==> src/logic/torque_cutoff_cfg.svh <==
/*
 Constants for the torque cutoff monitor: register offsets, field
 positions, reset values and cutoff cause codes.
 Assumes inclusion by bare name from the package and the design file.
*/
`ifndef TORQUE_CUTOFF_CFG_SVH
`define TORQUE_CUTOFF_CFG_SVH

// ----------------------------------------------------------------------
// Register byte offsets
// ----------------------------------------------------------------------
`define OFS_STATUS 12'h000
`define OFS_IRQ_STATUS 12'h004
`define OFS_IRQ_MASK 12'h008
`define OFS_CONTROL 12'h00c

// ----------------------------------------------------------------------
// Cause codes: none, both off, only a off, only b off
// ----------------------------------------------------------------------
`define CAUSE_NONE 2'h0
`define CAUSE_BOTH 2'h1
`define CAUSE_A_OFF 2'h2
`define CAUSE_B_OFF 2'h3

// ----------------------------------------------------------------------
// Fields and reset values
// ----------------------------------------------------------------------
`define IRQ_W 3
`define IRQ_ENTER 0
`define IRQ_LEAVE 1
`define IRQ_CAUSE 2
`define MASK_RST 3'h0
`define CTRL_FORCE_BIT 0
`define SYNC_RST 2'h0

`endif

==> src/logic/torque_cutoff_pkg.sv <==
/*
 Types for the torque cutoff monitor.
 Assumes the cfg header is on the include path.
*/
`include "torque_cutoff_cfg.svh"

package torque_cutoff_pkg;

    // Synchronised channel levels, high means ON
    typedef struct packed {
        logic chan_b;
        logic chan_a;
    } chan_state_t;

    // Monitor state
    typedef enum logic [0:0] {
        ST_RUN = 1'b0,
        ST_CUTOFF = 1'b1
    } mon_state_t;

endpackage

==> src/logic/safe_torque_off_monitor.sv <==
/*
 Two-channel torque cutoff monitor with APB register access and an
 interrupt. Gates the PWM signals to the power stage.
 Assumes safety inputs arrive as levels with pull-down (undriven = OFF),
 and the APB master follows the standard protocol on pclk.
*/
// Design decisions made here: the address map and the APB slave port.
// Overview of operation
// - Two independent safety channels; PWM passes only while both are ON.
// - Either channel OFF enters torque cutoff and blocks every PWM signal.
// - Monitor output asserted only when both channels are OFF.
// - Distinct cause code for only B off, only A off, both off.
// - Cutoff active from reset; undriven inputs read OFF, PWM blocked.
`timescale 1ns/1ps
`include "torque_cutoff_cfg.svh"

module safe_torque_off_monitor #(
    parameter int PWM_W = 6
) (
    input wire logic pclk,
    input wire logic presetn,
    input wire logic psel,
    input wire logic penable,
    input wire logic pwrite,
    input wire logic [11:0] paddr,
    input wire logic [31:0] pwdata,
    output logic [31:0] prdata,
    output logic pready,
    output logic pslverr,
    input wire logic safety_request_a,
    input wire logic safety_request_b,
    input wire logic [PWM_W-1:0] pwm_in,
    output logic [PWM_W-1:0] pwm_out,
    output logic external_monitor_output,
    output logic [1:0] cutoff_cause,
    output logic torque_cutoff_state,
    output logic irq
);

    // ------------------------------------------------------------------
    // Input synchroniser
    // ------------------------------------------------------------------
    logic [1:0] sync1_reg;
    logic [1:0] sync2_reg;
    torque_cutoff_pkg::chan_state_t chan;

    always_ff @(posedge pclk or negedge presetn) begin
        if (!presetn) begin
            sync1_reg <= `SYNC_RST;
            sync2_reg <= `SYNC_RST;
        end else begin
            sync1_reg <= {safety_request_b, safety_request_a};
            sync2_reg <= sync1_reg;
        end
    end

    assign chan = torque_cutoff_pkg::chan_state_t'(sync2_reg);

    // ------------------------------------------------------------------
    // Cause decode
    // ------------------------------------------------------------------
    function automatic logic [1:0] cause_of(
        input torque_cutoff_pkg::chan_state_t c
    );
        logic [1:0] r;
        r = `CAUSE_NONE;
        case ({c.chan_a, c.chan_b})
            2'h3: r = `CAUSE_NONE;
            2'h2: r = `CAUSE_B_OFF;
            2'h1: r = `CAUSE_A_OFF;
            default: r = `CAUSE_BOTH;
        endcase
        return r;
    endfunction

    // ------------------------------------------------------------------
    // Cutoff state and outputs
    // ------------------------------------------------------------------
    torque_cutoff_pkg::mon_state_t state_reg;
    torque_cutoff_pkg::mon_state_t state_next;
    logic [PWM_W-1:0] pwm_reg;
    logic [PWM_W-1:0] pwm_next;
    logic mon_reg;
    logic mon_next;
    logic [1:0] cause_reg;
    logic [1:0] cause_next;
    logic force_reg;
    logic both_on;

    assign both_on = chan.chan_a && chan.chan_b && !force_reg;

    always_comb begin
        state_next = state_reg;
        case (state_reg)
            torque_cutoff_pkg::ST_RUN: begin
                if (!both_on) begin
                    state_next = torque_cutoff_pkg::ST_CUTOFF;
                end
            end
            torque_cutoff_pkg::ST_CUTOFF: begin
                if (both_on) begin
                    state_next = torque_cutoff_pkg::ST_RUN;
                end
            end
            default: state_next = torque_cutoff_pkg::ST_CUTOFF;
        endcase
        pwm_next = both_on ? pwm_in : '0;
        mon_next = !chan.chan_a && !chan.chan_b;
        cause_next = cause_of(chan);
    end

    always_ff @(posedge pclk or negedge presetn) begin
        if (!presetn) begin
            state_reg <= torque_cutoff_pkg::ST_CUTOFF;
            pwm_reg <= '0;
            mon_reg <= 1'b1;
            cause_reg <= `CAUSE_BOTH;
        end else begin
            state_reg <= state_next;
            pwm_reg <= pwm_next;
            mon_reg <= mon_next;
            cause_reg <= cause_next;
        end
    end

    assign pwm_out = pwm_reg;
    assign external_monitor_output = mon_reg;
    assign cutoff_cause = cause_reg;
    assign torque_cutoff_state = state_reg;

    // ------------------------------------------------------------------
    // Interrupt events
    // ------------------------------------------------------------------
    logic [`IRQ_W-1:0] ev;
    logic [`IRQ_W-1:0] ist_reg;
    logic [`IRQ_W-1:0] ist_next;
    logic [`IRQ_W-1:0] mask_reg;
    logic [`IRQ_W-1:0] mask_next;
    logic force_next;
    logic irq_reg;
    logic irq_next;
    logic [31:0] rdata_reg;
    logic [31:0] rdata_next;
    logic ready_reg;
    logic ready_next;
    logic err_reg;
    logic err_next;
    logic wr_go;
    logic rd_go;
    logic map_hit;

    always_comb begin
        ev = '0;
        ev[`IRQ_ENTER] = (state_reg == torque_cutoff_pkg::ST_RUN) &&
                         (state_next == torque_cutoff_pkg::ST_CUTOFF);
        ev[`IRQ_LEAVE] = (state_reg == torque_cutoff_pkg::ST_CUTOFF) &&
                         (state_next == torque_cutoff_pkg::ST_RUN);
        ev[`IRQ_CAUSE] = (cause_next != cause_reg);
    end

    // ------------------------------------------------------------------
    // APB slave, one wait state
    // ------------------------------------------------------------------
    assign map_hit = (paddr == `OFS_STATUS) || (paddr == `OFS_IRQ_STATUS) ||
                     (paddr == `OFS_IRQ_MASK) || (paddr == `OFS_CONTROL);
    assign wr_go = psel && penable && ready_reg && pwrite && map_hit;
    assign rd_go = psel && penable && !ready_reg && !pwrite;

    always_comb begin
        ist_next = ist_reg;
        mask_next = mask_reg;
        force_next = force_reg;
        if (wr_go && paddr == `OFS_IRQ_STATUS) begin
            ist_next = ist_reg & ~pwdata[`IRQ_W-1:0];
        end
        if (wr_go && paddr == `OFS_IRQ_MASK) begin
            mask_next = pwdata[`IRQ_W-1:0];
        end
        if (wr_go && paddr == `OFS_CONTROL) begin
            force_next = pwdata[`CTRL_FORCE_BIT];
        end
        ist_next = ist_next | ev;
        irq_next = |(ist_next & mask_next);
        ready_next = psel && penable && !ready_reg;
        err_next = ready_next && !map_hit;
        rdata_next = rdata_reg;
        if (rd_go) begin
            case (paddr)
                `OFS_STATUS: rdata_next = {26'h0, cause_reg,
                    mon_reg, torque_cutoff_state, chan.chan_b, chan.chan_a};
                `OFS_IRQ_STATUS: rdata_next = {29'h0, ist_reg};
                `OFS_IRQ_MASK: rdata_next = {29'h0, mask_reg};
                `OFS_CONTROL: rdata_next = {31'h0, force_reg};
                default: rdata_next = 32'h0;
            endcase
        end
    end

    always_ff @(posedge pclk or negedge presetn) begin
        if (!presetn) begin
            ist_reg <= '0;
            mask_reg <= `MASK_RST;
            force_reg <= 1'b0;
            irq_reg <= 1'b0;
            rdata_reg <= 32'h0;
            ready_reg <= 1'b0;
            err_reg <= 1'b0;
        end else begin
            ist_reg <= ist_next;
            mask_reg <= mask_next;
            force_reg <= force_next;
            irq_reg <= irq_next;
            rdata_reg <= rdata_next;
            ready_reg <= ready_next;
            err_reg <= err_next;
        end
    end

    assign prdata = rdata_reg;
    assign pready = ready_reg;
    assign pslverr = err_reg;
    assign irq = irq_reg;
endmodule // safe_torque_off_monitor

==> config.mk <==
export PLATFORM = sky130hd
export DESIGN_NAME = safe_torque_off_monitor
export DESIGN_NICKNAME = d
export VERILOG_FILES = /design/src/logic/torque_cutoff_pkg.sv /design/src/logic/safe_torque_off_monitor.sv
export VERILOG_INCLUDE_DIRS = /design/src /design/src/logic
export SDC_FILE = /design/constraint.sdc
export NUM_CORES = 1
export LEC_CHECK = 0
export ABC_CLOCK_PERIOD_IN_PS = 2400
export BUFFER_PORTS_ARGS = -buffer_cell sky130_fd_sc_hd__buf_2
export CAP_MARGIN = 40
export CORE_MARGIN = 5
export CORE_UTILIZATION = 36
export CTS_CLUSTER_SIZE = 8
export DETAILED_ROUTE_END_ITERATION = 10
export PLACE_DENSITY = 0.74
export SYNTH_ARGS = -nofsm -noshare
export SYNTH_HDL_FRONTEND = slang
export SYNTH_SLANG_ARGS = --single-unit
==> constraint.sdc <==
create_clock -name pclk -period 2.4 [get_ports pclk]
set_clock_uncertainty 0.15 [all_clocks]
set_input_delay 0.36 -clock pclk [delete_from_list [all_inputs] [get_ports pclk]]
set_output_delay 0.36 -clock pclk [all_outputs]
set_load 0.02 [all_outputs]
==> impl_metrics.yaml <==
run_status:
  outcome: "finished, final reports clean"
timing:
  period_needed_ps: 1950
  drv_slew: 0
  timing.fmax_mhz: 512.8
  maxSlewHeadroom_pct: 56.88
  finalHoldViolCount: 0
  period_share_pct: 81.25
  worst_pin_slew_ps: 646.8
  finalSetupViolCount: 0
  final.setup.tns_ps: 0
  grt_setup_unrepaired: "no"
global_routing:
  first_global_vias: 905
  grt_pass1_wl_um: 4202
  antenna_found_initial: 0
  track_usage_pct: 10.60
  grt_start_max_net_pins: 31
  grt-ovfl-total: 0
floorplanning:
  core_um2: 4000
  die_area_um2: 5538
  io_pins: 102
  initial_core_util_pct: 37.35
  die_h_um: 74.42
  row_count: 23
  die_width_um: 74.42
route:
  wire_per_inst_um: 12.14
  dr.pass1.iters: 4
  drc_errors: 0
  drt-total-wl_um: 2840
  vias: 1002
  drt_iter0_drc: 31
  via_per_inst: 4.282
  ant_nets: 0
yosys:
  ys_ff_latch: 30
  synth_area_leaders: "dfrtp_1 45%, buf_4 13%, dfstp_2 5.3%"
  synth_top_cell_by_area: "dfrtp_1"
  synth_cells: 132
  avgSynthCellArea_um2: 11.32
  ys.warnings.count: 0
  syn_area_um2: 1494
  synth_cell_types: 35
  synthFlopType: "dfrtp_1"
  synth_edf_count: 0
  synthArstFlopShare_pct: 100.0
  yosysTopAreaCellShare_pct: 45.23
  yosysSeqAreaShare_pct: 50.50
clock_network:
  post_cts_buffers: 0
  root_buffer: "clkbuf_8"
  cts.path.max_buffers: 2
  cts_made_buffers: 5
  cts.sinks: 30
  insertion_delay_ps: 280
  cts_resized: 0
  htree_levels: 2
  cts_tree: "done"
  clkTransAtPathRegs_ps: 60
setup_path:
  crit_arrival_ps: 1960
  endpoint_kind: "flop"
  critPathRequiredTime_ps: 2410
  worstPathMaxFanout: 5
  crit_type: "reg -> reg"
  startpoint_type: "flop"
power:
  p_per_area_nw_per_um2: 608.4
  ir_worst_vdd_v: 0.0003084
  p_leak_nw: 0.9352
placed_design:
  io_buffers: 46
  place_inst: 225
  place_congestion: 0.7713
  dp_hpwl_um: 2267
layout:
  area_growth_pct: 18.84
  num_antenna_cells: 0
  layout-drive-gt1-share_pct: 35.33
  final_nets: 243
  finalNonFillerCells: 234
hold_path:
  min_path_type: "in -> reg"
flow_run:
  maxCapViolations: 0
==> Yosys cell counts, types with 3 or more instances <==
master and number:
dfrtp_1 27, ha_1 3, o31ai_1 3, dfstp_2 3, nand3_1 3, inv_1 4
nor2_1 5, o21ai_0 5, and2_1 6, buf_4 26, nand2_1 13
==> cells in the final DEF (no fill, tap or decap), drive strengths merged, types with 3 or more instances in the layout <==
master / n
buf: 47
dfrtp: 27
conb: 26
nand2: 13
and2: 7
clkbuf: 7
nor2: 5
o21ai: 5
inv: 4
nand3: 3
o31ai: 3
ha: 3
dfstp: 3
nand4: 3
mux2: 3
==> per-layer routing <==
| metal | GRT usage (%) | wire (µm) | vias up |
|---|---|---|---|
| li1 | - | - | 499 |
| met1 | 11.80 | 1087 | 458 |
| met2 | 16.59 | 1381 | 39 |
| met3 | 5.135 | 311 | 6 |
| met4 | 5.929 | 59 | 0 |
| met5 | 0 | 0 | - |
==> power breakdown <==
group,switching (mW),internal (mW)
Clock,0.178,0.231
Combinational,0.0966,0.0441
Sequential,0.00848,0.522
==> repair_timing <==
action                                  CTS  global route
hold endpoints to repair                 27             0
endpoints found under the setup margin    0             0
hold buffers                              1             0
==> worst max-delay path: stages, from the launching register on <==
cell and delay (ps):
dfrtp_1 390, ha_1 150, nor2b_1 310, o21ai_0 140
o32a_1 310, and2_0 130, a221o_1 250
==> final timing paths <==
kind	from	endpoint	slack (ps)	depth (start not counted)
max in group asynchronous	presetn	sync1_reg[1]	1180	2
worst max register to register	chan[0]	irq	450	6
worst min-delay path	safety_request_a	sync1_reg[0]	30	1
worst max-delay path	chan[0]	irq	450	6
worst min register to register	sync1_reg[1]	chan[1]	200	0
min in group asynchronous	presetn	cutoff_cause[1]	490	2
==> per-stage QoR <==
| step | hold WS, ps | total power, mW | instance area, µm² | worst slack, ps | utilization (%) |
|---|---|---|---|---|---|
| finish | 28.94 | 1.080 | 1775 | 450.1 | 44.39 |
| CTS | 20.94 | 1.096 | 1775 | 434.8 | 44.39 |
| global route | 12.12 | 1.140 | 1775 | 328.8 | 44.39 |
| detailed placement | 184.7 | 0.6804 | 1674 | 290.7 | 41.85 |
| floorplan | -85.59 | 0.6568 | 1588 | 491.5 | - |
| global placement | 183.6 | 0.6781 | 1674 | 286.9 | 41.85 |
==> logic make-up after synthesis <==
group | count (synthesis) | share of synthesized area (%)
other cells | 1 | 0.2510
xor+xnor | 2 | 1.173
buf+inv | 33 | 15.33
compound gates | 13 | 5.779
mux | 6 | 5.611
simple gates | 44 | 18.84
flops | 30 | 50.50
fa+ha+maj | 3 | 2.513
==> final cells by class <==
cell class / count / area, µm²
clock buffers: 7 / 86.33
clock inverters: 1 / 5.005
fillers: 409 / 2225
inverters: 4 / 15.01
multi-input cells: 94 / 604.3
flip-flops and latches: 30 / 754.5
well taps: 50 / 62.56
repair buffers: 48 / 247.7
Note: power is estimated with default switching activity, not from simulation.
